**config.mk**
```make
export PLATFORM = sky130hd
export DESIGN_NAME = axis_counters
export DESIGN_NICKNAME = d
export VERILOG_FILES = /design/src/logic/axis_ctr_pkg.sv /design/src/logic/axis_counters.sv /design/src/logic/quad_step.sv
export SDC_FILE = /design/constraint.sdc
export NUM_CORES = 1
export LEC_CHECK = 0
export BUFFER_PORTS_ARGS = -buffer_cell sky130_fd_sc_hd__buf_2
export CAP_MARGIN = 20
export CORE_AREA = 2 2 161 163
export CTS_BUF_LIST = sky130_fd_sc_hd__clkbuf_4
export CTS_CLUSTER_SIZE = 16
export DETAILED_ROUTE_END_ITERATION = 16
export DIE_AREA = 0 0 163 165
export PLACE_DENSITY_LB_ADDON = 0.2
export SLEW_MARGIN = 10
export SYNTH_ARGS = -nofsm -noshare
export SYNTH_HDL_FRONTEND = slang
export SYNTH_SLANG_ARGS = --single-unit
```
**constraint.sdc**
```tcl
create_clock -name CLK -period 13 [get_ports CLK]
set_clock_uncertainty 0.05 [all_clocks]
set_input_delay 2.6 -clock CLK [delete_from_list [all_inputs] [get_ports CLK]]
set_output_delay 2.6 -clock CLK [all_outputs]
set_load 0.02 [all_outputs]
```
**src/logic/axis_ctr_pkg.sv**
```systemverilog
// constants, types and register map of the axis counter and stop interrupt block
package axis_ctr_pkg;

	// ****************************************
	// register map (byte addresses, one word each)
	// ****************************************
	localparam int ADDR_W = 8;
	localparam logic [7:0] OFS_CTRL = 8'h00;
	localparam logic [7:0] OFS_FB_POS = 8'h04;
	localparam logic [7:0] OFS_CMD_POS = 8'h08;
	localparam logic [7:0] OFS_ERR_CNT = 8'h0c;
	localparam logic [7:0] OFS_GP_CNT = 8'h10;
	localparam logic [7:0] OFS_ERR_CAUSE = 8'h14;
	localparam logic [7:0] OFS_EVT_CAUSE = 8'h18;
	localparam logic [7:0] OFS_IRQ_STATUS = 8'h1c;
	localparam logic [7:0] OFS_IRQ_MASK = 8'h20;

	// ****************************************
	// control word fields and reset values
	// ****************************************
	localparam int CTRL_STOP_EN = 0;
	localparam int CTRL_FINAL_ONLY = 1;
	localparam int CTRL_FB_SRC = 2;
	localparam int CTRL_GP_SRC_LO = 4;
	localparam int CTRL_GP_SRC_HI = 5;
	localparam int CTRL_CARD_IRQ = 8;
	localparam logic [31:0] CTRL_RESET = 32'h0000_0020;
	localparam logic [31:0] CTRL_USED = 32'h0000_0137;

	// ****************************************
	// cause words and interrupt status
	// ****************************************
	localparam int EVT_NORMAL_STOP = 0;
	localparam int EVT_NEXT_CMD = 1;
	localparam int EVT_AXIS_STOP = 31;
	localparam int ERR_FACTOR_W = 18;
	localparam int IRQ_W = 2;
	localparam int IRQ_STOP = 0;
	localparam int IRQ_ERR = 1;
	localparam logic [IRQ_W-1:0] IRQ_MASK_RESET = 2'h0;

	// ****************************************
	// counters
	// ****************************************
	localparam int ERR_W = 16;
	localparam logic signed [ERR_W-1:0] ERR_MAX = 16'sh7fff;
	localparam logic signed [ERR_W-1:0] ERR_MIN = 16'sh8000;
	localparam logic [31:0] CNT_RESET = 32'h0000_0000;

	typedef enum logic [1:0]
	{
		GP_CMD = 2'h0,
		GP_ENC = 2'h1,
		GP_PLS = 2'h2,
		GP_CLK2 = 2'h3
	} gp_src_e;

	// one step of a pulse source, up or down
	typedef struct packed
	{
		logic up;
		logic dn;
	} step_s;

	// motion sequencer events for this axis
	typedef struct packed
	{
		logic start;
		logic stop_int_on;
		logic done;
		logic last;
		logic err_stop;
		logic [ERR_FACTOR_W-1:0] err_factor;
	} motion_evt_s;

endpackage

```
**src/logic/axis_counters.sv**
```systemverilog
// per-axis position counters and axis-stop interrupt with a wishbone register file
// Function
// - enabled stop interrupt fires on both normal and error stops
// - per-axis stop interrupt enable, 0 off and 1 on
// - final-only set: interrupt only when last queued command completes
// - final-only clear: interrupt on every command completion
// - stop interrupt reported in bit 31 of event cause word
// - stop interrupt switchable with each motion command
// - reading a cause word clears it to zero
// - feedback counter source: encoder phases or own command pulses
// - command counter counts pulses sent to the driver
// - host can load the feedback counter
// - host can load the command counter
// - error counter readable, cleared on host request
// - general counter readable, loadable, source selectable, pulser after reset
// - general source codes: 0 command, 1 encoder, 2 pulser, 3 clock/2
// - error counter is signed 16 bits, -32768 to 32767
//
// Our own choices: the Wishbone register port and the register addresses.
`timescale 1ns/1ps
module axis_counters
	import axis_ctr_pkg::*;
(
	input wire logic CLK,
	input wire logic ARST_N,
	input wire logic CYC_I,
	input wire logic STB_I,
	input wire logic WE_I,
	input wire logic [axis_ctr_pkg::ADDR_W-1:0] ADR_I,
	input wire logic [3:0] SEL_I,
	input wire logic [31:0] DAT_I,
	output logic [31:0] DAT_O,
	output logic ACK_O,
	input wire logic ENC_A,
	input wire logic ENC_B,
	input wire logic PLS_A,
	input wire logic PLS_B,
	input axis_ctr_pkg::step_s CMD_STEP,
	input axis_ctr_pkg::motion_evt_s MOTION,
	output logic IRQ
);

	// ****************************************
	// declarations
	// ****************************************
	logic ack_ff;
	logic [31:0] dat_ff;
	logic irq_ff;
	logic [31:0] ctrl_ff;
	logic [31:0] fb_pos_ff;
	logic [31:0] cmd_pos_ff;
	logic signed [ERR_W-1:0] err_cnt_ff;
	logic [31:0] gp_cnt_ff;
	logic [ERR_FACTOR_W-1:0] err_cause_ff;
	logic [31:0] evt_cause_ff;
	logic [IRQ_W-1:0] irq_status_ff;
	logic [IRQ_W-1:0] irq_mask_ff;
	logic cmd_int_on_ff;
	logic half_clk_ff;
	logic acc;
	logic wr;
	logic rd;
	logic [31:0] wdat;
	step_s enc_step;
	step_s pls_step;
	step_s fb_step;
	step_s gp_step;
	logic stop_en;
	logic final_only;
	logic done_irq;
	logic err_irq;
	logic stop_evt;
	logic [31:0] rd_mux;
	logic signed [ERR_W:0] err_sum;
	logic signed [ERR_W:0] err_delta;

	// ****************************************
	// pulse sources
	// ****************************************
	quad_step enc_dec
	(
		.clk(CLK),
		.arst_n(ARST_N),
		.phase_a(ENC_A),
		.phase_b(ENC_B),
		.step(enc_step)
	);

	quad_step pls_dec
	(
		.clk(CLK),
		.arst_n(ARST_N),
		.phase_a(PLS_A),
		.phase_b(PLS_B),
		.step(pls_step)
	);

	// clock/2 enable for the general counter
	always_ff @(posedge CLK or negedge ARST_N)
	begin
		if (!ARST_N)
			half_clk_ff <= 1'b0;
		else
			half_clk_ff <= ~half_clk_ff;
	end

	// source selection, feedback and general counter
	always_comb
	begin
		fb_step = ctrl_ff[CTRL_FB_SRC] ? CMD_STEP : enc_step;
		case (gp_src_e'(ctrl_ff[CTRL_GP_SRC_HI:CTRL_GP_SRC_LO]))
			GP_CMD: gp_step = CMD_STEP;
			GP_ENC: gp_step = enc_step;
			GP_PLS: gp_step = pls_step;
			GP_CLK2: gp_step = '{up: half_clk_ff, dn: 1'b0};
			default: gp_step = '0;
		endcase
	end

	// ****************************************
	// wishbone slave, one wait state
	// ****************************************
	assign acc = CYC_I & STB_I & ~ack_ff;
	assign wr = acc & WE_I;
	assign rd = acc & ~WE_I;

	// byte lanes merge into the current value
	function automatic logic [31:0] merge(input logic [31:0] old, input logic [31:0] nw,
		input logic [3:0] sel);
		logic [31:0] res;
		res = old;
		for (int i = 0; i < 4; i++)
		begin
			if (sel[i])
				res[i*8 +: 8] = nw[i*8 +: 8];
		end
		return res;
	endfunction

	assign wdat = DAT_I;

	// read mux, unmapped addresses read zero
	always_comb
	begin
		case (ADR_I)
			OFS_CTRL: rd_mux = ctrl_ff;
			OFS_FB_POS: rd_mux = fb_pos_ff;
			OFS_CMD_POS: rd_mux = cmd_pos_ff;
			OFS_ERR_CNT: rd_mux = {{(32-ERR_W){err_cnt_ff[ERR_W-1]}}, err_cnt_ff};
			OFS_GP_CNT: rd_mux = gp_cnt_ff;
			OFS_ERR_CAUSE: rd_mux = {{(32-ERR_FACTOR_W){1'b0}}, err_cause_ff};
			OFS_EVT_CAUSE: rd_mux = evt_cause_ff;
			OFS_IRQ_STATUS: rd_mux = {{(32-IRQ_W){1'b0}}, irq_status_ff};
			OFS_IRQ_MASK: rd_mux = {{(32-IRQ_W){1'b0}}, irq_mask_ff};
			default: rd_mux = 32'h0000_0000;
		endcase
	end

	// ack and read data, both registered
	always_ff @(posedge CLK or negedge ARST_N)
	begin
		if (!ARST_N)
		begin
			ack_ff <= 1'b0;
			dat_ff <= 32'h0000_0000;
		end
		else
		begin
			ack_ff <= acc;
			if (rd)
				dat_ff <= rd_mux;
		end
	end

	// control word, only defined bits are kept
	always_ff @(posedge CLK or negedge ARST_N)
	begin
		if (!ARST_N)
			ctrl_ff <= CTRL_RESET;
		else if (wr && ADR_I == OFS_CTRL)
			ctrl_ff <= merge(ctrl_ff, wdat, SEL_I) & CTRL_USED;
	end

	// ****************************************
	// position counters
	// ****************************************
	// a load wins over a step in the same cycle
	always_ff @(posedge CLK or negedge ARST_N)
	begin
		if (!ARST_N)
			fb_pos_ff <= CNT_RESET;
		else if (wr && ADR_I == OFS_FB_POS)
			fb_pos_ff <= merge(fb_pos_ff, wdat, SEL_I);
		else if (fb_step.up)
			fb_pos_ff <= fb_pos_ff + 32'h1;
		else if (fb_step.dn)
			fb_pos_ff <= fb_pos_ff - 32'h1;
	end

	always_ff @(posedge CLK or negedge ARST_N)
	begin
		if (!ARST_N)
			cmd_pos_ff <= CNT_RESET;
		else if (wr && ADR_I == OFS_CMD_POS)
			cmd_pos_ff <= merge(cmd_pos_ff, wdat, SEL_I);
		else if (CMD_STEP.up)
			cmd_pos_ff <= cmd_pos_ff + 32'h1;
		else if (CMD_STEP.dn)
			cmd_pos_ff <= cmd_pos_ff - 32'h1;
	end

	always_ff @(posedge CLK or negedge ARST_N)
	begin
		if (!ARST_N)
			gp_cnt_ff <= CNT_RESET;
		else if (wr && ADR_I == OFS_GP_CNT)
			gp_cnt_ff <= merge(gp_cnt_ff, wdat, SEL_I);
		else if (gp_step.up)
			gp_cnt_ff <= gp_cnt_ff + 32'h1;
		else if (gp_step.dn)
			gp_cnt_ff <= gp_cnt_ff - 32'h1;
	end

	// command minus feedback, saturating rather than wrapping so a runaway
	// axis never looks like a small error
	always_comb
	begin
		err_delta = '0;
		if (CMD_STEP.up)
			err_delta = err_delta + 17'sh1;
		else if (CMD_STEP.dn)
			err_delta = err_delta - 17'sh1;
		if (fb_step.up)
			err_delta = err_delta - 17'sh1;
		else if (fb_step.dn)
			err_delta = err_delta + 17'sh1;
		err_sum = $signed({err_cnt_ff[ERR_W-1], err_cnt_ff}) + err_delta; // a bare concat is unsigned
	end

	always_ff @(posedge CLK or negedge ARST_N)
	begin
		if (!ARST_N)
			err_cnt_ff <= '0;
		else if (wr && ADR_I == OFS_ERR_CNT)
			err_cnt_ff <= '0;
		else if (err_sum > $signed({ERR_MAX[ERR_W-1], ERR_MAX}))
			err_cnt_ff <= ERR_MAX;
		else if (err_sum < $signed({ERR_MIN[ERR_W-1], ERR_MIN}))
			err_cnt_ff <= ERR_MIN;
		else
			err_cnt_ff <= err_sum[ERR_W-1:0];
	end

	// ****************************************
	// axis-stop interrupt
	// ****************************************
	// per-command switch, latched as each command starts
	always_ff @(posedge CLK or negedge ARST_N)
	begin
		if (!ARST_N)
			cmd_int_on_ff <= 1'b1;
		else if (MOTION.start)
			cmd_int_on_ff <= MOTION.stop_int_on;
	end

	assign stop_en = ctrl_ff[CTRL_STOP_EN] & cmd_int_on_ff;
	assign final_only = ctrl_ff[CTRL_FINAL_ONLY];
	assign done_irq = MOTION.done & stop_en & (~final_only | MOTION.last);
	assign err_irq = MOTION.err_stop & stop_en;
	assign stop_evt = done_irq | err_irq;

	// cause words clear on read, a new event in the same cycle wins
	always_ff @(posedge CLK or negedge ARST_N)
	begin
		if (!ARST_N)
		begin
			evt_cause_ff <= 32'h0000_0000;
			err_cause_ff <= '0;
		end
		else
		begin
			evt_cause_ff <= (rd && ADR_I == OFS_EVT_CAUSE) ? 32'h0000_0000 : evt_cause_ff;
			evt_cause_ff[EVT_AXIS_STOP] <= stop_evt |
				(evt_cause_ff[EVT_AXIS_STOP] & ~(rd && ADR_I == OFS_EVT_CAUSE));
			evt_cause_ff[EVT_NORMAL_STOP] <= (MOTION.done & MOTION.last) |
				(evt_cause_ff[EVT_NORMAL_STOP] & ~(rd && ADR_I == OFS_EVT_CAUSE));
			evt_cause_ff[EVT_NEXT_CMD] <= (MOTION.done & ~MOTION.last) |
				(evt_cause_ff[EVT_NEXT_CMD] & ~(rd && ADR_I == OFS_EVT_CAUSE));
			err_cause_ff <= ((rd && ADR_I == OFS_ERR_CAUSE) ? '0 : err_cause_ff) |
				(MOTION.err_stop ? MOTION.err_factor : '0);
		end
	end

	// sticky status, write one to clear, set wins
	always_ff @(posedge CLK or negedge ARST_N)
	begin
		if (!ARST_N)
			irq_status_ff <= '0;
		else
		begin
			irq_status_ff[IRQ_STOP] <= stop_evt | (irq_status_ff[IRQ_STOP] &
				~(wr && ADR_I == OFS_IRQ_STATUS && SEL_I[0] && DAT_I[IRQ_STOP]));
			irq_status_ff[IRQ_ERR] <= MOTION.err_stop | (irq_status_ff[IRQ_ERR] &
				~(wr && ADR_I == OFS_IRQ_STATUS && SEL_I[0] && DAT_I[IRQ_ERR]));
		end
	end

	always_ff @(posedge CLK or negedge ARST_N)
	begin
		if (!ARST_N)
			irq_mask_ff <= IRQ_MASK_RESET;
		else if (wr && ADR_I == OFS_IRQ_MASK && SEL_I[0])
			irq_mask_ff <= DAT_I[IRQ_W-1:0];
	end

	// level output, gated by the card-wide enable
	always_ff @(posedge CLK or negedge ARST_N)
	begin
		if (!ARST_N)
			irq_ff <= 1'b0;
		else
			irq_ff <= ctrl_ff[CTRL_CARD_IRQ] & (|(irq_status_ff & irq_mask_ff));
	end

	assign DAT_O = dat_ff;
	assign ACK_O = ack_ff;
	assign IRQ = irq_ff;
endmodule // axis_counters

```
**src/logic/quad_step.sv**
```systemverilog
// two-phase input synchroniser and x4 quadrature step decoder
`timescale 1ns/1ps
module quad_step
	import axis_ctr_pkg::*;
(
	input wire logic clk,
	input wire logic arst_n,
	input wire logic phase_a,
	input wire logic phase_b,
	output axis_ctr_pkg::step_s step
);

	logic [1:0] meta_ff;
	logic [1:0] sync_ff;
	logic [1:0] prev_ff;
	step_s step_ff;

	// two flops before any decode, pins are asynchronous
	always_ff @(posedge clk or negedge arst_n)
	begin
		if (!arst_n)
		begin
			meta_ff <= 2'h0;
			sync_ff <= 2'h0;
			prev_ff <= 2'h0;
		end
		else
		begin
			meta_ff <= {phase_a, phase_b};
			sync_ff <= meta_ff;
			prev_ff <= sync_ff;
		end
	end

	// gray sequence 00-01-11-10 counts up, reverse counts down
	always_ff @(posedge clk or negedge arst_n)
	begin
		if (!arst_n)
			step_ff <= '0;
		else
		begin
			case ({prev_ff, sync_ff})
				4'h1, 4'h7, 4'he, 4'h8: step_ff <= '{up: 1'b1, dn: 1'b0};
				4'h2, 4'hb, 4'hd, 4'h4: step_ff <= '{up: 1'b0, dn: 1'b1};
				default: step_ff <= '0; // idle or illegal double change
			endcase
		end
	end

	assign step = step_ff;

endmodule // quad_step
```
# ---- Word-level counts from Yosys, hierarchy flattened
# Memories as Yosys holds them, arrays and structs flattened. A register that Yosys moved wholly into a read port is not among the register bits.
# Cells that the tools add are included.
# W data, S select, Z words.
dict set report totals {
  register_bits 191
  romBits 64
  inputBits 78
  wordCells 159
  n_memories 2
}
dict set report op_classes {
  add_sub_neg 9
  magnitude_cmp 2
  n_eq_ne 23
  mux 25
  bitwise 33
  reduce_logical 35
}
# name depth width rd rd_clocked_by_memory_dff wr line
set memory_table {}
lappend memory_table {{(no name shown)} 16 2 1 1 0 quad_step.sv:42} ;# case ({prev_ff, sync_ff})
lappend memory_table {{(no name shown)} 16 2 1 1 0 quad_step.sv:42}
# cell n
set op_table {}
lappend op_table {{$mux W32} 9}
lappend op_table {{$pmux W32 S9} 1}
lappend op_table {{$add A32 B1 Y32 const B} 3}
lappend op_table {{$sub A32 B1 Y32 const B} 3}
lappend op_table {{$mux W17} 4}
lappend op_table {{$mux W16} 3}
lappend op_table {{$mux W18} 2}
lappend op_table {{$eq A8 B5 Y1 const B} 4}
lappend op_table {{$mux W8} 4}
lappend op_table {{$reduce_and A2 Y1} 14}
lappend op_table {{$ne A2 B2 Y1 const B} 12}
lappend op_table {{$or A18 B18 Y18} 1}
lappend op_table {{$add A16 B17 Y17} 1}
lappend op_table {{$add A17 B2 Y17 const B} 1}
lappend op_table {{$gt A17 B16 Y1 const B} 1}
lappend op_table {{$lt A17 B16 Y1 const B} 1}
lappend op_table {{$sub A17 B2 Y17 const B} 1}
lappend op_table {{$and A1 B1 Y1} 16}
lappend op_table {{$eq A8 B4 Y1 const B} 2}
lappend op_table {{$logic_and A1 B1 Y1} 13}
lappend op_table {{$reduce_bool A3 Y1} 3}
lappend op_table {{$eq A8 B3 Y1 const B} 1}
lappend op_table {{$eq A8 B6 Y1 const B} 1}
lappend op_table {{$logic_not A8 Y1} 1}
lappend op_table {{other kinds (10)} 25}

# ---- Depth between registers and ports, before layout
# Gate-level depths: netlist of run 1.
dict set report logic_depth {
  word_depth 10
  depth_mapped 19
  depth_no_buf 17
}

# ---- Cells and area by module
# A second synthesis of run 1 with hierarchy kept.
dict set report hier_totals {
  hier_cells 1556
  hier_area_um2 13992.2
}
# mod n_inst cells_per_inst area_each_um2 seq_area_each_um2
set modules_own_cells {}
lappend modules_own_cells {axis_counters 1 1532 13536.7 4481.8}
lappend modules_own_cells {quad_step 2 12 227.7 200.2}

# ---- Least setup slack after synthesis of run 1
# No wires, ideal clock.
dict set report synth_path {
  kind {in2reg}
  startpoint {in CMD_STEP[1] (netlist name)}
  endpoint {reg fb_pos_ff[23]}
  arrival_time_ns 6.881
  setup_slack_ns 5.943
  path_stages 14
  path_buffers 1
  cell_sequence {clkbuf_1 mux2i_1 ha_1 a211oi_1 nor2_1 a21o_2 o41ai_4 o211a_1 nor2_1 a21oi_1 nor2_1 or3_1 and3_2 a221o_1}
}
dict set report synth_between {
  elab_chain_cells 3
  word_cells_on_any_way 5
  classes_between {mux (3); reduce/logical (2)}
}
# element line
set synth_rtl {}
lappend synth_rtl {{from (decl)} axis_counters.sv:38} ;# input axis_ctr_pkg::step_s CMD_STEP,
lappend synth_rtl {{$mux W2 *} axis_counters.sv:110} ;# fb_step = ctrl_ff[CTRL_FB_SRC] ? CMD_STEP : enc_step;
lappend synth_rtl {{$reduce_bool A3 Y1 (no source line) / $mux W32 (equally long branches)} --}
lappend synth_rtl {{$reduce_and A2 Y1 (no source line) / $mux W32 (equally long branches)} --}
lappend synth_rtl {{to (signal assigned)} axis_counters.sv:193} ;# fb_pos_ff <= merge(fb_pos_ff, wdat, SEL_I);
lappend synth_rtl {{to (signal assigned)} axis_counters.sv:195} ;# fb_pos_ff <= fb_pos_ff + 32'h1;
lappend synth_rtl {{to (signal assigned)} axis_counters.sv:197} ;# fb_pos_ff <= fb_pos_ff - 32'h1;
lappend synth_rtl {{to (decl)} axis_counters.sv:50} ;# logic [31:0] fb_pos_ff;
# Every way passes the cells marked *; elsewhere a longest branch is shown, timed or not.
# A chain may end at the register's enable or synchronous reset.

# ---- Final worst setup path of run 1
dict set report layout_path {
  startpoint {in CMD_STEP[1] (netlist name)}
  endpoint {reg err_cnt_ff[7]}
}
dict set report layout_between {
  elab_chain_cells 9
  word_cells_on_any_way 12
  classes_between {add/sub (3); order compare (2); mux (7)}
}
# element line
set layout_rtl {}
lappend layout_rtl {{$mux W17} axis_counters.sv:229} ;# if (CMD_STEP.up)
lappend layout_rtl {{$add A17 B2 Y17} axis_counters.sv:236} ;# err_delta = err_delta + 17'sh1;
lappend layout_rtl {{$mux W17} axis_counters.sv:235} ;# else if (fb_step.dn)
lappend layout_rtl {{$mux W17 *} axis_counters.sv:233} ;# if (fb_step.up)
lappend layout_rtl {{$add A16 B17 Y17 *} axis_counters.sv:237} ;# err_sum = $signed({err_cnt_ff[ERR_W-1], err_cnt_ff}) + err_delta;
lappend layout_rtl {{$lt A17 B16 Y1} axis_counters.sv:248} ;# else if (err_sum < $signed({ERR_MIN[ERR_W-1], ERR_MIN}))
lappend layout_rtl {{$mux W16} axis_counters.sv:248}
lappend layout_rtl {{$mux W16 *} axis_counters.sv:246} ;# else if (err_sum > $signed({ERR_MAX[ERR_W-1], ERR_MAX}))
lappend layout_rtl {{$mux W16 *} axis_counters.sv:244} ;# else if (wr && ADR_I == OFS_ERR_CNT)
lappend layout_rtl {{to (signal assigned)} axis_counters.sv:251} ;# err_cnt_ff <= err_sum[ERR_W-1:0];
lappend layout_rtl {{to (decl)} axis_counters.sv:52} ;# logic signed [ERR_W-1:0] err_cnt_ff;
# Marks and branches as above.

==> flow_summary.toml, run 1 <==
[run_status]
outcome = "finished, final reports clean"

[clock_network]
clk_latency_ps = 660
numCtsBuffers = 17
clockBufferDepth = 2
cts_htree_levels = 4
cts_resized = 0
cts_hold_buf = 0
clkSinkCount = 195
root_buffer = "clkbuf_4"
clk_pin_slew_ps = 170
cts_tree = "built"
post_cts_buffers = 0

[power_and_ir_drop]
powerDensity_mw_per_mm2 = 220.3
pwr-share-clk = 0.108
p_int_mw = 1.758
swShare = 0.4706
power_frac_comb = 0.585
total_power_mw = 3.321
seqPwrFrac = 0.308
max-vdd-ir-drop_uv = 103.7
p_leak_nw = 6.988
power.switching_mw = 1.563

[final_layout]
drive_gt1_frac = 0.1145
final_cell_mix = "dfrtp_1 (193), nand2_1 (164), o21ai_0 (156), a21oi_1 (144), nor2_1 (118)"
final_core_util = 0.6020
final_nets = 1860
syn_to_final_growth_pct = 8.688
final_common_cell = "dfrtp_1"

[die]
die_area_mm2 = 0.02690
die_w_um = 163
die_height_um = 165
rows = 58
core_mm2 = 0.02504
pin_count = 112
start_util = 0.5539

[sta]
worst_pin_slew_ps = 1059
tns_ps = 0
rsz0062_at_grt = "no"
setup_violations = 0
drv_slew = 0
period_share = 0.5138
fin_crit_ps = 6680
timing.final.hold_violations = 0
fin_ws_ps = 6320
fmax_mhz = 149.7
max-slew-margin-rel = 0.2911

[synth]
synth_area_mm2 = 0.01387
yosysWarningCount = 0
synth-seq-area-share = 0.3520
synth_cells = 1587
avgSynthCellArea_um2 = 8.739
synth-seq-cells = 195
synth_edf_count = 0
ys_types = 72
synth_nets = 1775
synthFlopType = "dfrtp_1"
async_flop_share = 1.000

[routing]
drcViolationCount = 0
antenna_left = 0
viasPerCell = 6.381
drtPass1Iterations = 8
drtIter0Drc = 1539
wl_um = 42460
wire_per_inst_um = 21.05
vias = 12870

[placed_design]
dpl_worst_slack_ps = 5748
place_hpwl_um = 32540
port_buffers = 111
gp_congestion = 0.9472

[run]
maxCapViolCount = 0

[global_route]
grt_pass1_wl_um = 66710
grt_usage = 0.3207
grt_max_degree = 77
antenna_found_initial = 2
grt_pass1_vias = 12082
grt_overflow = 0

[setup_path]
critical_path.max_stage_delay_ps = 840
required_ps = 13450
crit_slowest_cell = "nor2_1"
crit_buf_inv = 3
path_cells = "buf_2 -> inv_1 -> buf_4 -> o21ai_0 -> nor2_1 -> ha_1 -> nor2b_1 -> o21ai_0 -> a21boi_0 -> o21ai_0 -> a21boi_1 -> o211ai_1 -> a21boi_0 -> o41ai_1 -> o41a_1 -> or2_1 -> o21ai_0"
startpoint_type = "input port"
crit_top_cell = "o21ai_0"
end_kind = "flop"
crit_family = "compound AO/OA/AOI/OAI gates"
arrival_ps = 7130
critPathKind = "input port to flop"
crit_fanout = 32

[worst_hold_path]
hold_path.class = "flop to flop"
logic make-up after synthesis:
logic type,synth area share
buffers and inverters,0.02959
AOI/OAI and AO/OA,0.2722
muxes,0.04087
adders and majority gates,0.1014
DFF,0.3520
and+or+nand+nor,0.1445
xor gates and xnor gates,0.05936
registers in the layout, summed over array words and instances (netlist names), 3 cells and up:
name,cells
fb_pos_ff,32
evt_cause_ff,3
err_cause_ff,18
cmd_pos_ff,32
ctrl_ff,6
gp_cnt_ff,32
err_cnt_ff,16
DAT_O,32
layout make-up:
cell class	instances	area, um^2
Sequential cell	195	4882
Timing Repair Buffer	132	729.5
Multi-Input combinational cell	1285	8593
Fill cell	2255	9963
Antenna cell	2	5.005
Inverter	41	153.9
Tap cell	330	412.9
Clock inverter	14	161.4
Clock buffer	18	135.1
through the flow:
stage	instances	hold slack, ps	cell area (um^2)
after floorplan	1587	281.2	13870
final	2017	319.7	15070
after global routing	2016	328.9	15070
after global placement	1981	284.1	14750
after CTS	2013	322.6	15050
after detailed placement	1981	287.3	14750
path summary, 6_finish.rpt:
check | cells past startpoint | from | slack (ps) | endpoint
setup / recovery | 17 | CMD_STEP[1] | 6320 | err_cnt_ff[7]
hold / removal | 0 | enc_dec.meta_ff[1] | 320 | enc_dec.sync_ff[1]
setup reg to reg | 15 | enc_dec.step[0] | 8390 | err_cnt_ff[7]
hold reg to reg | 0 | enc_dec.meta_ff[1] | 320 | enc_dec.sync_ff[1]
max in group asynchronous | 3 | ARST_N | 9030 | DAT_O[11]
min in group asynchronous | 1 | ARST_N | 1930 | err_cnt_ff[15]
synthesized netlist by cell type, types with 5 or more instances:
| cell type | instances | area [um^2] |
|---|---|---|
| nand2_1 | 164 | 615.6 |
| mux2_2 | 11 | 123.9 |
| a221oi_1 | 20 | 175.2 |
| o21a_1 | 13 | 97.59 |
| a22oi_1 | 26 | 195.2 |
| buf_2 | 7 | 35.03 |
| inv_1 | 41 | 153.9 |
| and2_1 | 10 | 62.56 |
| o21bai_1 | 21 | 157.7 |
| xor2_1 | 41 | 359.1 |
| nand2b_1 | 11 | 68.82 |
| a22o_1 | 21 | 183.9 |
| a211oi_1 | 10 | 75.07 |
| clkbuf_1 | 53 | 198.9 |
| nor2_1 | 120 | 450.4 |
| a21oi_1 | 144 | 720.7 |
| o21ai_0 | 156 | 780.8 |
| a21o_1 | 67 | 503.0 |
| a222oi_1 | 19 | 190.2 |
| o21ai_1 | 8 | 40.04 |
| nand4_1 | 9 | 56.30 |
| dfrtp_1 | 193 | 4830 |
| xnor2_1 | 53 | 464.2 |
| a31oi_1 | 14 | 87.58 |
| buf_1 | 6 | 22.52 |
| a21boi_0 | 5 | 37.54 |
| ha_1 | 106 | 1326 |
| nand3_1 | 22 | 110.1 |
| mux2i_1 | 42 | 420.4 |
| o31a_1 | 5 | 43.79 |
| and3_1 | 16 | 100.1 |
| nor3_1 | 34 | 170.2 |
| o22ai_1 | 23 | 143.9 |
| or3_1 | 11 | 68.82 |
| nor2b_1 | 17 | 106.4 |
per-layer routing:
metal	global-route usage	wire length (um)
met1	0.4655	18850
met3	0.05726	3810
met2	0.4958	18930
met5	0	0
met4	0.08327	875
power groups by stage:
| stage | logic (mW) | clock network (mW) | registers, mW |
|---|---|---|---|
| 2_1_floorplan | 1.54 | 0 | 0.921 |
| 3_3_place_gp | 1.85 | 0 | 1.02 |
| 3_5_place_dp | 1.91 | 0 | 1.02 |
| 4_1_cts | 1.92 | 0.359 | 1.01 |
| 5_1_grt | 2.18 | 0.384 | 1.03 |
| 6_report | 1.94 | 0.357 | 1.02 |
worst reg2reg max path, cell delays in order, from the launching register on:
cell	delay, ps
dfrtp_1	450
nor2b_1	150
o21ai_0	120
nor2_1	840
ha_1	420
nor2b_1	140
o21ai_0	220
a21boi_0	130
o21ai_0	240
a21boi_1	150
o211ai_1	210
a21boi_0	150
o41ai_1	490
o41a_1	240
or2_1	330
o21ai_0	180
Note: power is estimated with default switching activity, not from simulation.
==> inputs of run 2 (changes only) <==
- clock period: 13 -> 5.85 ns (I/O delays scaled with it)
==> run 2 against run 1 <==
Against the previous run:
- flip-flop and latch count stayed put
- worst setup slack lost 5000 ps
- global-route usage is 0.25 points higher
- clock-buffer cell count shrank 1
- sequential power up 120%
- clock power increased by 100%
- via count rose by 0.12%
- register-to-register slack got worse by 7000 ps
- final area decreased by 0.15%
- non-clock buffer count increased by 3
- core utilization shrank 0.090 points
- first-iteration DRC count down 18%
- highest routed layer unchanged
==> flow_summary.toml, run 2 (same netlist as run 1, synthesis figures left out) <==
[sta]
whs_ps = 321.1
timing.final.hold_violations = 0
drv_slew = 0
worst_pin_slew_ps = 1107
fin_crit_ps = 4504
rsz0062_at_grt = "no"
fin_ws_ps = 1346
setup_violations = 0
fmax_mhz = 222.0
tns_ps = 0
period_share = 0.7699
max-slew-margin-rel = 0.2620

[clock_network]
post_cts_buffers = 0
clkSinkCount = 195
numCtsBuffers = 17
clockBufferDepth = 2
cts_tree = "built"
clk_latency_ps = 650
cts_resized = 0
cts_hold_buf = 0
root_buffer = "clkbuf_4"
cts_htree_levels = 4
clk_pin_slew_ps = 160

[setup_path]
critical_path.max_stage_delay_ps = 680
cp_num_cells = 15
required_ps = 6320
path_cells = "mux4_2 -> inv_1 -> buf_4 -> ha_1 -> o21a_1 -> o31a_1 -> o311a_1 -> a22o_1 -> a211oi_1 -> o41a_1 -> o21ai_0 -> a21oi_1 -> o21bai_1 -> nor4_1 -> a211oi_1"
r2r_cells = 15
crit_slowest_cell = "dfstp_2"
crit_fanout = 12
end_kind = "flop"
r2r_end = "gp_cnt_ff[28]"
arrival_ps = 4970
reg2reg_slack_ps = 1350
crit_buf_inv = 2
critPathKind = "flop to flop"
crit_family = "compound AO/OA/AOI/OAI gates"
rr_startpoint = "ctrl_ff[5]"
crit_top_cell = "a211oi_1"
startpoint_type = "flop"

[global_route]
grt_overflow = 0
grt_max_degree = 113
grt_pass1_vias = 11999
grt_usage = 0.3232
antenna_found_initial = 1
grt_pass1_wl_um = 66720

[power_and_ir_drop]
p_leak_nw = 6.972
powerDensity_mw_per_mm2 = 484.7
max-vdd-ir-drop_uv = 267.2

[run_status]
outcome = "finished, final reports clean"

[worst_hold_path]
min_from = "enc_dec.meta_ff[1]"
whs_path_depth = 0
hold_path.class = "flop to flop"
min_to = "enc_dec.sync_ff[1]"

[die]
die_area_mm2 = 0.02690
pin_count = 112
rows = 58
die_height_um = 165
start_util = 0.5539
die_w_um = 163
core_mm2 = 0.02504

[routing]
wire_per_inst_um = 21.54
viasPerCell = 6.376
wl_um = 43540
drcViolationCount = 0
drtIter0Drc = 1266
drtPass1Iterations = 7
antenna_left = 0
vias = 12886

[final_layout]
nFillCells = 2324
final_nets = 1863
final_common_cell = "dfrtp_1"
syn_to_final_growth_pct = 8.526
final_cell_mix = "dfrtp_1 (193), nand2_1 (164), o21ai_0 (156), a21oi_1 (144), nor2_1 (118)"
final_core_util = 0.6011
drive_gt1_frac = 0.1155

[placed_design]
dpl_worst_slack_ps = 730.8
place_hpwl_um = 33430
port_buffers = 111
gp_congestion = 0.9481

[run]
maxCapViolCount = 0
[run 2: metal layers]
metal / GRT usage / vias up / part of all wire
li1: - / 6055 / -
met1: 0.4748 / 6237 / 0.46
met2: 0.4963 / 531 / 0.44
met3: 0.05073 / 63 / 0.084
met4: 0.08689 / 0 / 0.020
met5: 0 / - / 0
[run 2: report_power, final]
group | switching, mW | internal [mW]
Sequential | 0.492 | 1.77
Clock | 0.536 | 0.178
Combinational | 2.42 | 1.90
[run 2: worst max path at each step]
stage / from / to / slack [ps]
after floorplan: CMD_STEP[1] / fb_pos_ff[23] / 220
after global placement: CMD_STEP[1] / gp_cnt_ff[30] / 810
after detailed placement: CMD_STEP[1] / gp_cnt_ff[28] / 730
after CTS: ctrl_ff[5] / gp_cnt_ff[28] / 1380
after global routing: CMD_STEP[0] / err_cnt_ff[12] / 1100
final: ctrl_ff[5] / gp_cnt_ff[28] / 1350
[run 2: through the flow]
stage,total power [mW],cell area [um^2],instances
after global placement,6.402,14780,1985
after global routing,7.897,15050,2021
after floorplan,5.474,13870,1587
after CTS,7.226,15030,2017
after detailed placement,6.502,14780,1985
final,7.295,15050,2021
[run 2: cell type report]
type                    count  area (um^2)  share of cell area
well taps                 330        412.9             0.02743
clock inverters            15        121.4            0.008064
inverters                  41        153.9             0.01023
clock buffers              17        127.6            0.008479
multi-input cells        1285         8593              0.5710
flip-flops and latches    195         4882              0.3244
repair buffers            135        752.0             0.04996
diodes                      3        7.507           0.0004988
==> inputs of run 3 (changes only) <==
- ABC_AREA: unset -> 1
- CORE_AREA: 2 2 161 163 -> 2 2 180 182
- DIE_AREA: 0 0 163 165 -> 0 0 182 184
- clock period: 5.85 -> 3.6 ns (I/O delays scaled with it)
==> run 3 against run 2 <==
Against the previous run:
- synthesized cell count up 81%
- total power up 110%
- core utilization about the same
- sequential power up 63%
- clock power up 100%
- critical path depth up 1
- final area up 25%
- wire length up 46%
- combinational power up 130%
- synthesized area up 26%
- first-iteration DRC count up 51%
==> flow_summary.toml, run 3 <==
[global_route]
antenna_found_initial = 6
use_met1 = 0.5006
grt_overflow = 0
grt_max_degree = 75
grtUsageMet2 = 0.6214
grt_use_met3 = 0.06517
top_usage_layer = "met2"
grt_pass1_wl_um = 98770
grt_pass1_vias = 17588
grt_usage = 0.3862

[routing]
drcViolationCount = 0
viasPerCell = 5.536
drtPass1Iterations = 9
wl_um = 63620
wire_per_inst_um = 18.73
drtIter0Drc = 1906
antenna_left = 0
vias = 18805

[power_and_ir_drop]
max-vdd-ir-drop_uv = 471.9
p_int_mw = 6.675
powerDensity_mw_per_mm2 = 804.5
seqPwrFrac = 0.243
p_leak_nw = 11.42
power.switching_mw = 8.498
total_power_mw = 15.17
swShare = 0.5601
power_frac_comb = 0.662
pwr-share-clk = 0.095

[worst_hold_path]
whs_path_depth = 1
hold_path.class = "input port to flop"

[sta]
period_share = 0.9158
tns_ps = 0
setup_violations = 0
fmax_mhz = 303.3
worst_pin_slew_ps = 667.2
max-slew-margin-rel = 0.5552
whs_ps = 87.26
fin_crit_ps = 3297
timing.final.hold_violations = 0
drv_slew = 0
fin_ws_ps = 303.2
rsz0062_at_grt = "no"

[synth]
synth_edf_count = 0
ys_types = 50
yosysTopAreaCellShare = 0.2767
yosys.area.top_type = "dfrtp_1"
synth_area_mm2 = 0.01746
synth_cells = 2879
synthTopCellsByArea = "dfrtp_1 (28%), nand2_1 (26%), inv_1 (10%), ha_1 (7.6%), nand3_1 (5.4%)"
synth-seq-cells = 195
async_flop_share = 1.000
avgSynthCellArea_um2 = 6.063
synth-seq-area-share = 0.2797
synthFlopType = "dfrtp_1"
synthTopCellsByCount = "nand2_1 (1,188), inv_1 (476), dfrtp_1 (193), nand3_1 (188), nor2_1 (182)"
post-synth-top-count-cell = "nand2_1"
synth_nets = 3067
yosysWarningCount = 0

[final_layout]
nFillCells = 3154
final_common_cell = "nand2_1"
regArea_mm2 = 0.004882
syn_to_final_growth_pct = 8.050
final_core_util = 0.6008
layout.cells.non_filler = 3397
final_cell_mix = "nand2_1 (1,187), inv_1 (475), dfrtp_1 (193), nand3_1 (188), nor2_1 (182)"
finalInstanceArea_mm2 = 0.01886
multi_input_area_mm2 = 0.01048
drive_gt1_frac = 0.07587
final_nets = 3167

[placed_design]
place_hpwl_um = 51160
port_buffers = 111
gp_congestion = 1.016
dpl_cell_area_mm2 = 0.01847
dpl_worst_slack_ps = 54.10
place_inst = 3361

[setup_path]
critPathKind = "flop to flop"
crit_slowest_cell = "dfrtp_1"
crit_top_cell = "nand2_1"
arrival_ps = 3840
path_cells = "nor2_1 -> o21bai_1 -> nand2_1 -> xor2_1 -> ha_1 -> inv_1 -> fa_1 -> o21ai_2 -> nand2_1 -> nand2_1 -> nand2_1 -> nand3_1 -> nand2_1 -> nor2_2 -> nand2_1 -> nand2_1"
crit_fanout = 13
end_kind = "flop"
startpoint_type = "flop"
critical_path.max_stage_delay_ps = 520
r2r_cells = 16
required_ps = 4140

[clock_network]
clk_pin_slew_ps = 210
clkSinkCount = 195
clk_latency_ps = 690
cts_tree = "built"
cts_htree_levels = 4
numCtsBuffers = 17
root_buffer = "clkbuf_4"
clockBufferDepth = 2

[die]
rows = 65
die_w_um = 182
die_area_mm2 = 0.03349
pin_count = 112
die_height_um = 184
start_util = 0.5560
core_mm2 = 0.03139

[run]
maxCapViolCount = 0

[run_status]
outcome = "finished, final reports clean"
[run 3: cell types whose count changed after synthesis, sizes merged, moves of 37 or more]
cell,change
a21o,-61
clkbuf,-37
inv,+452
mux2i,-42
nand2,+1044
nand3,+166
nor2,+67
xnor2,-41
[run 3: worst max-delay path: cells and delay by family, from the launching register on]
family	cells	cell delay [ps]
and+or+nand+nor	10	1390
adders and majority gates	2	620
DFF	1	520
AOI/OAI and AO/OA	2	400
xor gates and xnor gates	1	190
buffers and inverters	1	60
[run 3: kinds of logic (layout without fill, tap and decap cells)]
logic type,count (synthesis),after routing,synth area share
and+or+nand+nor,1646,1646,0.3869
buffers and inverters,543,656,0.1219
AOI/OAI and AO/OA,336,336,0.1063
DFF,195,195,0.2797
adders and majority gates,110,110,0.08057
xor gates and xnor gates,48,48,0.02408
muxes,1,1,0.0006451
other,0,3,0
[run 3: routing by layer]
layer,wire length [um],up-vias
met3,4996,170
met4,3712,4
met1,26520,8602
li1,-,9176
met5,26,-
met2,28370,853
[run 3: final timing paths]
check | start | end | slack, ps
max | ctrl_ff[2] | err_cnt_ff[14] | 300
min reg2reg | pls_dec.meta_ff[1] | pls_dec.sync_ff[1] | 330
max in group asynchronous | ARST_N | fb_pos_ff[18] | 2110
min in group asynchronous | ARST_N | fb_pos_ff[6] | 550
min | ENC_A | enc_dec.meta_ff[1] | 90
max reg2reg | ctrl_ff[2] | err_cnt_ff[14] | 300
[run 3: layout make-up]
class	count	share of cell area
Timing Repair Buffer	128	0.03947
Tap cell	402	0.02667
Clock buffer	17	0.006767
Inverter	496	0.09951
Sequential cell	195	0.2589
Multi-Input combinational cell	2141	0.5555
Antenna cell	3	0.0003980
Clock inverter	15	0.01280
[run 3: power by group through the flow]
stage	Sequential, mW	Combinational, mW	Clock (mW)
after detailed placement	3.69	9.78	0
after global placement	3.67	9.62	0
after global routing	3.72	11.3	1.52
final	3.68	10.0	1.45
after floorplan	3.31	7.29	0
after CTS	3.65	9.84	1.44
[run 3: timing repair]
item                                   4_1_cts  5_1_grt
buffers inserted                             0        0
setup endpoints to repair                    0        6
resized for setup                            0        1
hold buffers                                 1        0
endpoints found under the hold margin       44        0
